--- src/common/fap_pkg.sv ---
// Shared constants for the flash converter output pipeline
package fap_pkg;
  localparam int CODE_W = 7;
  localparam int COMP_N = 128;
  localparam int WORD_W = CODE_W + 1;
  localparam int FIFO_DEPTH = 32;
  localparam int ADDR_W = 12;

  // Register byte offsets
  localparam logic [ADDR_W-1:0] CTRL_OFS = 12'h000;
  localparam logic [ADDR_W-1:0] STATUS_OFS = 12'h004;
  localparam logic [ADDR_W-1:0] DATA_OFS = 12'h008;
  localparam logic [ADDR_W-1:0] LAST_OFS = 12'h00C;
  localparam logic [ADDR_W-1:0] COUNT_OFS = 12'h010;
  localparam logic [ADDR_W-1:0] DROP_OFS = 12'h014;

  // Control field positions and reset value
  localparam int CTRL_CAPTURE_BIT = 0;
  localparam int CTRL_FLUSH_BIT = 1;
  localparam logic [31:0] CTRL_RESET = 32'h0000_0001;

  // Status field positions, plus the valid bit of the data word
  localparam int ST_OVERRUN_BIT = 0;
  localparam int ST_BUBBLE_BIT = 1;
  localparam int ST_SHORT_BIT = 2;
  localparam int ST_PHASE_BIT = 3;
  localparam int ST_LEVEL_LSB = 8;
  localparam int DATA_VALID_BIT = 8;

  // Phase levels of the conversion clock
  localparam logic AUTOZERO_LEVEL = 1'b1;
  localparam logic SAMPLE_LEVEL = 1'b0;

  // Code for a full-scale input, overflow included
  localparam logic [WORD_W-1:0] FULL_SCALE_WORD = 8'hFF;
  localparam logic [CODE_W-1:0] CODE_ZERO = 7'h00;

  // Shortest useful sampling portion
  localparam int CLK_PERIOD_NS = 8;
  localparam int SAMPLE_MIN_NS = 12;
  localparam int SAMPLE_MIN_CYC = (SAMPLE_MIN_NS + CLK_PERIOD_NS - 1) / CLK_PERIOD_NS;

  typedef enum logic [1:0] {
    FAP_IDLE,
    FAP_AUTOZERO,
    FAP_SAMPLE
  } fap_phase_e;
endpackage : fap_pkg

--- src/rtl/fap_fifo.sv ---
// Sample FIFO with valid/ready on both sides
`timescale 1ns/100ps
module fap_fifo import fap_pkg::*; #(
  parameter int WIDTH = WORD_W,
  parameter int DEPTH = FIFO_DEPTH
) (
  input wire logic clk,
  input wire logic rst_b,
  input wire logic flush,
  input wire logic inValid,
  output logic inReady,
  input wire logic [WIDTH-1:0] inData,
  output logic outValid,
  input wire logic outReady,
  output logic [WIDTH-1:0] outData,
  output logic [$clog2(DEPTH):0] level
);
  localparam int PW = $clog2(DEPTH);

  logic [WIDTH-1:0] mem [DEPTH];
  logic [PW-1:0] wrPtr_reg;
  logic [PW-1:0] rdPtr_reg;
  logic [PW:0] count_reg;
  wire push = inValid & inReady;
  wire pop = outValid & outReady;

  assign inReady = (count_reg != (PW+1)'(DEPTH));
  assign outValid = (count_reg != '0);
  assign outData = mem[rdPtr_reg];
  assign level = count_reg;

  always_ff @(posedge clk) begin
    if (push) begin
      mem[wrPtr_reg] <= inData;
    end
  end

  always_ff @(posedge clk or negedge rst_b) begin
    if (!rst_b) begin
      wrPtr_reg <= '0;
      rdPtr_reg <= '0;
      count_reg <= '0;
    end else if (flush) begin
      wrPtr_reg <= '0;
      rdPtr_reg <= '0;
      count_reg <= '0;
    end else begin
      if (push) begin
        wrPtr_reg <= (wrPtr_reg == PW'(DEPTH - 1)) ? '0 : wrPtr_reg + 1'b1;
      end
      if (pop) begin
        rdPtr_reg <= (rdPtr_reg == PW'(DEPTH - 1)) ? '0 : rdPtr_reg + 1'b1;
      end
      count_reg <= count_reg + (PW+1)'(push) - (PW+1)'(pop);
    end
  end
endmodule : fap_fifo

--- src/rtl/fap_top.sv ---
// Flash converter digital pipeline: latches, encoder, output latch, pins, APB
`timescale 1ns/100ps
module fap_top import fap_pkg::*; (
  input wire logic clk,
  input wire logic rst_b,
  input wire logic convClk,
  input wire logic [COMP_N-1:0] compResult,
  input wire logic dataBitsSelectLow,
  input wire logic outputGroupSelectHigh,
  output logic [CODE_W-1:0] dataPinOut,
  output logic [CODE_W-1:0] dataPinOe,
  output logic ovfPinOut,
  output logic ovfPinOe,
  output logic sampleStrobe,
  output logic sampleReady,
  input wire logic psel,
  input wire logic penable,
  input wire logic pwrite,
  input wire logic [ADDR_W-1:0] paddr,
  input wire logic [31:0] pwdata,
  output logic [31:0] prdata,
  output logic pready,
  output logic pslverr
);

  // Thermometer count of the lower 127 comparators
  function automatic logic [CODE_W-1:0] encodeCount(input logic [COMP_N-1:0] t);
    logic [CODE_W-1:0] n;
    n = '0;
    for (int i = 0; i < COMP_N - 1; i++) begin
      n = n + CODE_W'(t[i]);
    end
    return n;
  endfunction : encodeCount

  // A one above a zero means a bubble in the thermometer
  function automatic logic hasBubble(input logic [COMP_N-1:0] t);
    logic b;
    b = 1'b0;
    for (int i = 1; i < COMP_N; i++) begin
      b = b | (t[i] & ~t[i-1]);
    end
    return b;
  endfunction : hasBubble

  // Phase tracking
  logic convPrev_reg;
  fap_phase_e phase_reg;
  fap_phase_e phase_next;
  wire convRise = (convClk == AUTOZERO_LEVEL) & (convPrev_reg == SAMPLE_LEVEL);
  wire inAutoZero = (convClk == AUTOZERO_LEVEL);
  wire inSample = (convClk == SAMPLE_LEVEL);

  always_comb begin
    phase_next = phase_reg;
    case (phase_reg)
      FAP_IDLE: begin
        if (inAutoZero) begin
          phase_next = FAP_AUTOZERO;
        end
      end
      FAP_AUTOZERO: begin
        if (inSample) begin
          phase_next = FAP_SAMPLE;
        end
      end
      FAP_SAMPLE: begin
        if (inAutoZero) begin
          phase_next = FAP_AUTOZERO;
        end
      end
      default: begin
        phase_next = FAP_IDLE;
      end
    endcase
  end

  always_ff @(posedge clk or negedge rst_b) begin
    if (!rst_b) begin
      convPrev_reg <= AUTOZERO_LEVEL;
      phase_reg <= FAP_IDLE;
    end else begin
      convPrev_reg <= convClk;
      phase_reg <= phase_next;
    end
  end

  // Comparator latches follow the comparators only while sampling
  logic [COMP_N-1:0] compLatch_reg;
  logic sampleSeen_reg;
  wire latchLoad = inSample & (phase_reg != FAP_IDLE);

  always_ff @(posedge clk or negedge rst_b) begin
    if (!rst_b) begin
      compLatch_reg <= '0;
    end else if (latchLoad) begin
      compLatch_reg <= compResult;
    end
  end

  // A conversion needs a full auto-zero, sample, auto-zero sequence
  always_ff @(posedge clk or negedge rst_b) begin
    if (!rst_b) begin
      sampleSeen_reg <= 1'b0;
    end else if (latchLoad) begin
      sampleSeen_reg <= 1'b1;
    end
  end

  // Encoder: count plus overflow, full scale forces all ones
  wire topComp = compLatch_reg[COMP_N-1];
  wire [CODE_W-1:0] thermoCode = encodeCount(compLatch_reg);
  wire [WORD_W-1:0] encWord = topComp ? FULL_SCALE_WORD : {1'b0, thermoCode};
  wire bubble = hasBubble(compLatch_reg);

  // Output latch: only a rising conversion clock may change it
  logic [CODE_W-1:0] outCode_reg;
  logic outOvf_reg;
  wire loadOut = convRise & sampleSeen_reg & (phase_reg == FAP_SAMPLE);

  always_ff @(posedge clk or negedge rst_b) begin
    if (!rst_b) begin
      outCode_reg <= CODE_ZERO;
      outOvf_reg <= 1'b0;
    end else if (loadOut) begin
      outCode_reg <= encWord[CODE_W-1:0];
      outOvf_reg <= encWord[WORD_W-1];
    end
  end

  // Held stable until next load, no other writer
  assign dataPinOut = outCode_reg;
  assign ovfPinOut = outOvf_reg;

  // Three-state enables from the two selects
  wire dataEnable = ~dataBitsSelectLow & outputGroupSelectHigh;
  assign dataPinOe = {CODE_W{dataEnable}};
  assign ovfPinOe = outputGroupSelectHigh;

  // One-cycle pulse when a new sample reaches the output latch
  logic strobe_reg;
  always_ff @(posedge clk or negedge rst_b) begin
    if (!rst_b) begin
      strobe_reg <= 1'b0;
    end else begin
      strobe_reg <= loadOut;
    end
  end
  assign sampleStrobe = strobe_reg;

  // Sampling portion length, to flag a too-short low pulse
  logic [3:0] lowCnt_reg;
  wire shortSample = convRise & (phase_reg == FAP_SAMPLE) & (lowCnt_reg < 4'(SAMPLE_MIN_CYC));

  always_ff @(posedge clk or negedge rst_b) begin
    if (!rst_b) begin
      lowCnt_reg <= '0;
    end else if (inAutoZero) begin
      lowCnt_reg <= '0;
    end else if (lowCnt_reg != 4'hF) begin
      lowCnt_reg <= lowCnt_reg + 4'h1;
    end
  end

  // Control register
  logic [31:0] ctrl_reg;
  wire captureEn = ctrl_reg[CTRL_CAPTURE_BIT];
  wire flushReq = ctrl_reg[CTRL_FLUSH_BIT];

  // APB decode
  wire setup = psel & ~penable;
  wire access = psel & penable;
  wire hitCtrl = (paddr == CTRL_OFS);
  wire hitStatus = (paddr == STATUS_OFS);
  wire hitData = (paddr == DATA_OFS);
  wire hitLast = (paddr == LAST_OFS);
  wire hitCount = (paddr == COUNT_OFS);
  wire hitDrop = (paddr == DROP_OFS);
  wire hitAny = hitCtrl | hitStatus | hitData | hitLast | hitCount | hitDrop;
  wire wrCtrl = access & pwrite & hitCtrl;
  wire wrStatus = access & pwrite & hitStatus;
  wire rdData = access & ~pwrite & hitData;

  // Sample FIFO, fed by each output latch load while capture is enabled
  logic fifoInReady;
  logic fifoOutValid;
  logic [WORD_W-1:0] fifoOutData;
  logic [$clog2(FIFO_DEPTH):0] fifoLevel;
  wire pushReq = loadOut & captureEn;
  wire overrun = pushReq & ~fifoInReady;

  fap_fifo #(
    .WIDTH(WORD_W),
    .DEPTH(FIFO_DEPTH)
  ) u_fifo (
    .clk(clk),
    .rst_b(rst_b),
    .flush(flushReq),
    .inValid(pushReq),
    .inReady(fifoInReady),
    .inData(encWord),
    .outValid(fifoOutValid),
    .outReady(rdData),
    .outData(fifoOutData),
    .level(fifoLevel)
  );

  assign sampleReady = fifoInReady;

  // Control: flush bit self-clears after one cycle
  always_ff @(posedge clk or negedge rst_b) begin
    if (!rst_b) begin
      ctrl_reg <= CTRL_RESET;
    end else if (wrCtrl) begin
      ctrl_reg <= {30'h0, pwdata[CTRL_FLUSH_BIT], pwdata[CTRL_CAPTURE_BIT]};
    end else begin
      ctrl_reg[CTRL_FLUSH_BIT] <= 1'b0;
    end
  end

  // Sticky status flags, write one to clear, a new event wins
  logic overrunFlag_reg;
  logic bubbleFlag_reg;
  logic shortFlag_reg;
  wire clrOverrun = wrStatus & pwdata[ST_OVERRUN_BIT];
  wire clrBubble = wrStatus & pwdata[ST_BUBBLE_BIT];
  wire clrShort = wrStatus & pwdata[ST_SHORT_BIT];
  wire bubbleEvt = loadOut & bubble;

  always_ff @(posedge clk or negedge rst_b) begin
    if (!rst_b) begin
      overrunFlag_reg <= 1'b0;
      bubbleFlag_reg <= 1'b0;
      shortFlag_reg <= 1'b0;
    end else begin
      overrunFlag_reg <= overrun | (overrunFlag_reg & ~clrOverrun);
      bubbleFlag_reg <= bubbleEvt | (bubbleFlag_reg & ~clrBubble);
      shortFlag_reg <= shortSample | (shortFlag_reg & ~clrShort);
    end
  end

  // Counters of delivered and dropped samples
  logic [31:0] sampleCount_reg;
  logic [31:0] dropCount_reg;

  always_ff @(posedge clk or negedge rst_b) begin
    if (!rst_b) begin
      sampleCount_reg <= '0;
      dropCount_reg <= '0;
    end else begin
      if (loadOut) begin
        sampleCount_reg <= sampleCount_reg + 32'h1;
      end
      if (overrun) begin
        dropCount_reg <= dropCount_reg + 32'h1;
      end
    end
  end

  // Read data selection
  wire [31:0] statusWord = {16'h0, 2'b0, fifoLevel, 4'h0, phase_reg == FAP_AUTOZERO,
                            shortFlag_reg, bubbleFlag_reg, overrunFlag_reg};
  wire [31:0] dataWord = {23'h0, fifoOutValid, fifoOutData};
  wire [31:0] lastWord = {24'h0, outOvf_reg, outCode_reg};
  wire [31:0] readMux = hitCtrl ? ctrl_reg :
                        hitStatus ? statusWord :
                        hitData ? dataWord :
                        hitLast ? lastWord :
                        hitCount ? sampleCount_reg :
                        hitDrop ? dropCount_reg : 32'h0;

  // Read data and error captured in setup, shown in the zero-wait access
  logic [31:0] prdata_reg;
  logic pslverr_reg;

  always_ff @(posedge clk or negedge rst_b) begin
    if (!rst_b) begin
      prdata_reg <= '0;
      pslverr_reg <= 1'b0;
    end else if (setup) begin
      prdata_reg <= pwrite ? 32'h0 : readMux;
      pslverr_reg <= ~hitAny;
    end
  end

  assign prdata = prdata_reg;
  assign pslverr = pslverr_reg & access;
  assign pready = access;

endmodule : fap_top

--- config.mk ---
export PLATFORM = sky130hd
export DESIGN_NAME = fap_top
export DESIGN_NICKNAME = d
export VERILOG_FILES = /design/src/common/fap_pkg.sv /design/src/rtl/fap_fifo.sv /design/src/rtl/fap_top.sv
export SDC_FILE = /design/constraint.sdc
export NUM_CORES = 1
export LEC_CHECK = 0
export BUFFER_PORTS_ARGS = -buffer_cell sky130_fd_sc_hd__clkbuf_2
export CAP_MARGIN = 30
export CORE_MARGIN = 4
export CORE_UTILIZATION = 48
export CTS_BUF_LIST = sky130_fd_sc_hd__clkbuf_8
export DETAILED_ROUTE_END_ITERATION = 16
export GPL_TIMING_DRIVEN = 0
export HOLD_SLACK_MARGIN = 0.15
export MAX_ROUTING_LAYER = met4
export PLACE_DENSITY = 0.78
export SLEW_MARGIN = 20
export SYNTH_ARGS = -nofsm -noshare
export SYNTH_HDL_FRONTEND = slang
export SYNTH_HIERARCHICAL = 1
export SYNTH_SLANG_ARGS = --single-unit
--- constraint.sdc ---
create_clock -name clk -period 11.2 [get_ports clk]
set_input_delay 1.12 -clock clk [delete_from_list [all_inputs] [get_ports clk]]
set_output_delay 1.12 -clock clk [all_outputs]
set_load 0.005 [all_outputs]
==> flow_metrics.py <==
metrics = {
    "run_status": {
        "status": "finished, final reports clean",
    },
    "floorplanning": {
        "die_h_um": 239,
        "num_rows": 84,
        "die_x_um": 239,
        "pin_count": 232,
        "dieArea_um2": 56900,
        "start_util_pct": 48.6,
        "fp.coreArea_um2": 52600,
    },
    "cells_and_area": {
        "largest_reg_flops": 256,
        "nets": 2556,
        "drive_gt1_share_pct": 23.8,
        "ff_latch_area_um2": 14300,
        "fillers": 4323,
        "multi_input_comb_area_um2": 10000,
        "area_delta_synth_final_pct": 14.2,
    },
    "synth": {
        "synth_seq_area_share_pct": 55.9,
        "synth.most_common_cell": "dfrtp_1",
        "synthCells": 1920,
        "ys.flop_type": "dfrtp_1",
        "synthArstFlopShare_pct": 50.7,
        "synthesis.nets": 2258,
        "syn-cell-area_um2": 25500,
        "yosys.area.top_type": "edfxtp_1",
        "yosys_register_bits": 519,
        "synth_edf_count": 256,
        "synth_top_area_share_pct": 30.1,
        "synth_common_cells": "261 x dfrtp_1, 256 x edfxtp_1, 202 x inv_1",
        "synth_area_leaders": "edfxtp_1 30%, dfrtp_1 26%, fa_1 9.0%",
        "yosysWarnings": 6,
        "ys_types": 80,
        "syn_avg_cell_area_um2": 13.3,
    },
    "worst_setup_path": {
        "crit_slowest_cell": "fa_1",
        "rrSetupSlack_ns": 2.53,
        "cp_common_cell": "fa_1",
        "crit_start": "compLatch_reg[23]",
        "slowest_delay_ns": 0.59,
        "r2r_cells": 22,
        "critPathArrivalTime_ns": 9.05,
        "r2r_start": "compLatch_reg[23]",
        "crit_path_end_kind": "flip-flop",
        "cp_data_required_time_ns": 11.58,
        "cp_max_fo": 26,
        "crit_end": "u_fifo/mem[13][6]",
        "crit_type": "flip-flop to flip-flop",
        "cp-start-kind": "flip-flop",
        "reg2reg_to": "u_fifo/mem[13][6]",
        "path_cells": "inv_1 > fa_1 > inv_1 > fa_1 > fa_1 > inv_1 > fa_1 > fa_1 > fa_1 > fa_1 > fa_1 > fa_1 > fa_1 > inv_1 > fa_1 > fa_1 > a21o_1 > a21oi_1 > o21ai_0 > xnor2_1 > nand2_1 > buf_8",
    },
    "sta": {
        "tightest_slew_ns": 1.06,
        "post-route-period-util_pct": 77.4,
        "finalSetupTns_ns": 0,
        "setup_viol": 0,
        "drv_slew": 0,
        "max_freq_mhz": 115,
        "fin_ws_ns": 2.53,
        "finClkSkew_ns": 0.0490,
        "relSlewSlack_pct": 28.9,
        "rsz0062_at_grt": "false",
        "hold_viol": 0,
        "period_minus_slack_ns": 8.67,
    },
    "routing": {
        "drc": 0,
        "firstDrtPassIters": 6,
        "wl_per_cell_um": 21.6,
        "routed_via_density": 5.66,
        "route.vias.total": 16800,
        "drt_iter0_drc": 1456,
        "drtAntennaViolNets": 0,
        "wl_mm": 64.3,
    },
    "global_route": {
        "grt_pass1_vias": 17600,
        "gr-total-overflow": 0,
        "grt_first_pass_wirelength_mm": 99.4,
        "grt.total_usage_pct": 23.2,
        "antenna_found_initial": 2,
        "grt_max_degree": 88,
    },
    "placement": {
        "gp_congestion": 0.963,
        "portBuffers": 201,
        "hpwl_mm": 48.2,
        "post-place-ws_ns": 2.33,
    },
    "clock_tree": {
        "path_clk_slew_ns": 0.06,
        "cts_tree": "built",
        "postCtsHoldBufs": 0,
        "cts_root_buffer": "clkbuf_8",
        "ctsHtreeMaxLevel": 3,
        "cts_made_buffers": 85,
        "cts_buffer_depth": 3,
        "cts_setup_buffers": 0,
        "cts.sinks": 519,
        "clk-insertion-delay-late_ns": 0.68,
        "cts_resized": 0,
    },
    "flow_run": {
        "cap_violations": 0,
    },
    "min_path": {
        "hold_path_class": "input pin to async pin",
    },
}
[cell type report]
| cell class | count | area share, % |
|---|---|---|
| diodes | 2 | 0.0172 |
| clock buffers | 90 | 4.25 |
| multi-input cells | 1117 | 34.5 |
| inverters | 205 | 2.64 |
| well taps | 688 | 2.95 |
| repair buffers | 211 | 4.10 |
| clock inverters | 59 | 1.14 |
| plain buffers | 79 | 1.50 |
| flip-flops and latches | 519 | 48.9 |
[logic make-up (layout without fill, tap and decap cells)]
logic type	count (synthesis)	count (layout)	share of synthesized area [%]
DFF	519	519	55.9
and+or+nand+nor	411	411	8.11
buffers and inverters	284	644	4.73
muxes	238	238	11.6
AOI/OAI and AO/OA	237	237	6.03
adders and majority gates	158	158	11.1
xor gates and xnor gates	73	73	2.51
other	0	2	0
[critical path, delay by kind of cell (launching register included)]
family | cells | cell delay, ns
compound gates | 3 | 0.57
xor+xnor | 1 | 0.54
fa+ha+maj | 12 | 5.93
buf+inv | 5 | 0.58
flops | 1 | 0.40
simple gates | 1 | 0.35
[metrics by stage]
step | util, % | instances | instance area [µm²] | hold slack, ns
final | 55.5 | 2970 | 29200 | 0.429
after global routing | 55.5 | 2970 | 29200 | 0.416
after floorplan | - | 1920 | 25500 | 0.443
after CTS | 55.4 | 2967 | 29100 | 0.391
after global placement | 52.1 | 2809 | 27400 | 0.459
after detailed placement | 52.4 | 2818 | 27600 | 0.465
[per-layer routing]
| metal | share of wire [%] | track usage [%] | vias up |
|---|---|---|---|
| met2 | 48 | 36.8 | 725 |
| met5 | 0 | - | - |
| li1 | - | - | 7412 |
| met1 | 40 | 30.0 | 8528 |
| met4 | 3.3 | 7.39 | 0 |
| met3 | 8.2 | 5.56 | 157 |
[placed cells by master (no fill, tap or decap), drive strengths merged, types with 4 or more instances in the layout]
cell type	instances
and3	14
and4	4
a31oi	5
inv	230
clkinv	31
ha	43
o22ai	17
edfxtp	256
mux2	134
a21o	4
or3	5
xor2	8
xnor2	65
nor4	21
a22o	19
nor2b	6
a22oi	42
mux2i	72
a21oi	69
nor2	102
dfrtp	261
clkbuf	324
nand3	59
o21ai	45
o221ai	4
a221oi	9
o2111ai	4
nand2	117
buf	56
nand2b	11
and2	8
or2	5
nand4	28
mux4	32
fa	115
nor3	12
[worst min-delay path by stage]
stage	slack, ns	to	cells past startpoint	from
2_1_floorplan	0.44	pslverr_reg	2	pslverr_reg
3_3_place_gp	0.46	prdata[0]	2	prdata[0]
5_1_grt	0.42	compLatch_reg[111]	1	rst_b
4_1_cts	0.39	compLatch_reg[28]	1	rst_b
3_5_place_dp	0.47	pslverr_reg	2	pslverr_reg
6_report	0.43	compLatch_reg[28]	1	rst_b
Power is not shown: default switching activity piles up to over one toggle a cycle in this logic, so the estimate is an artifact.
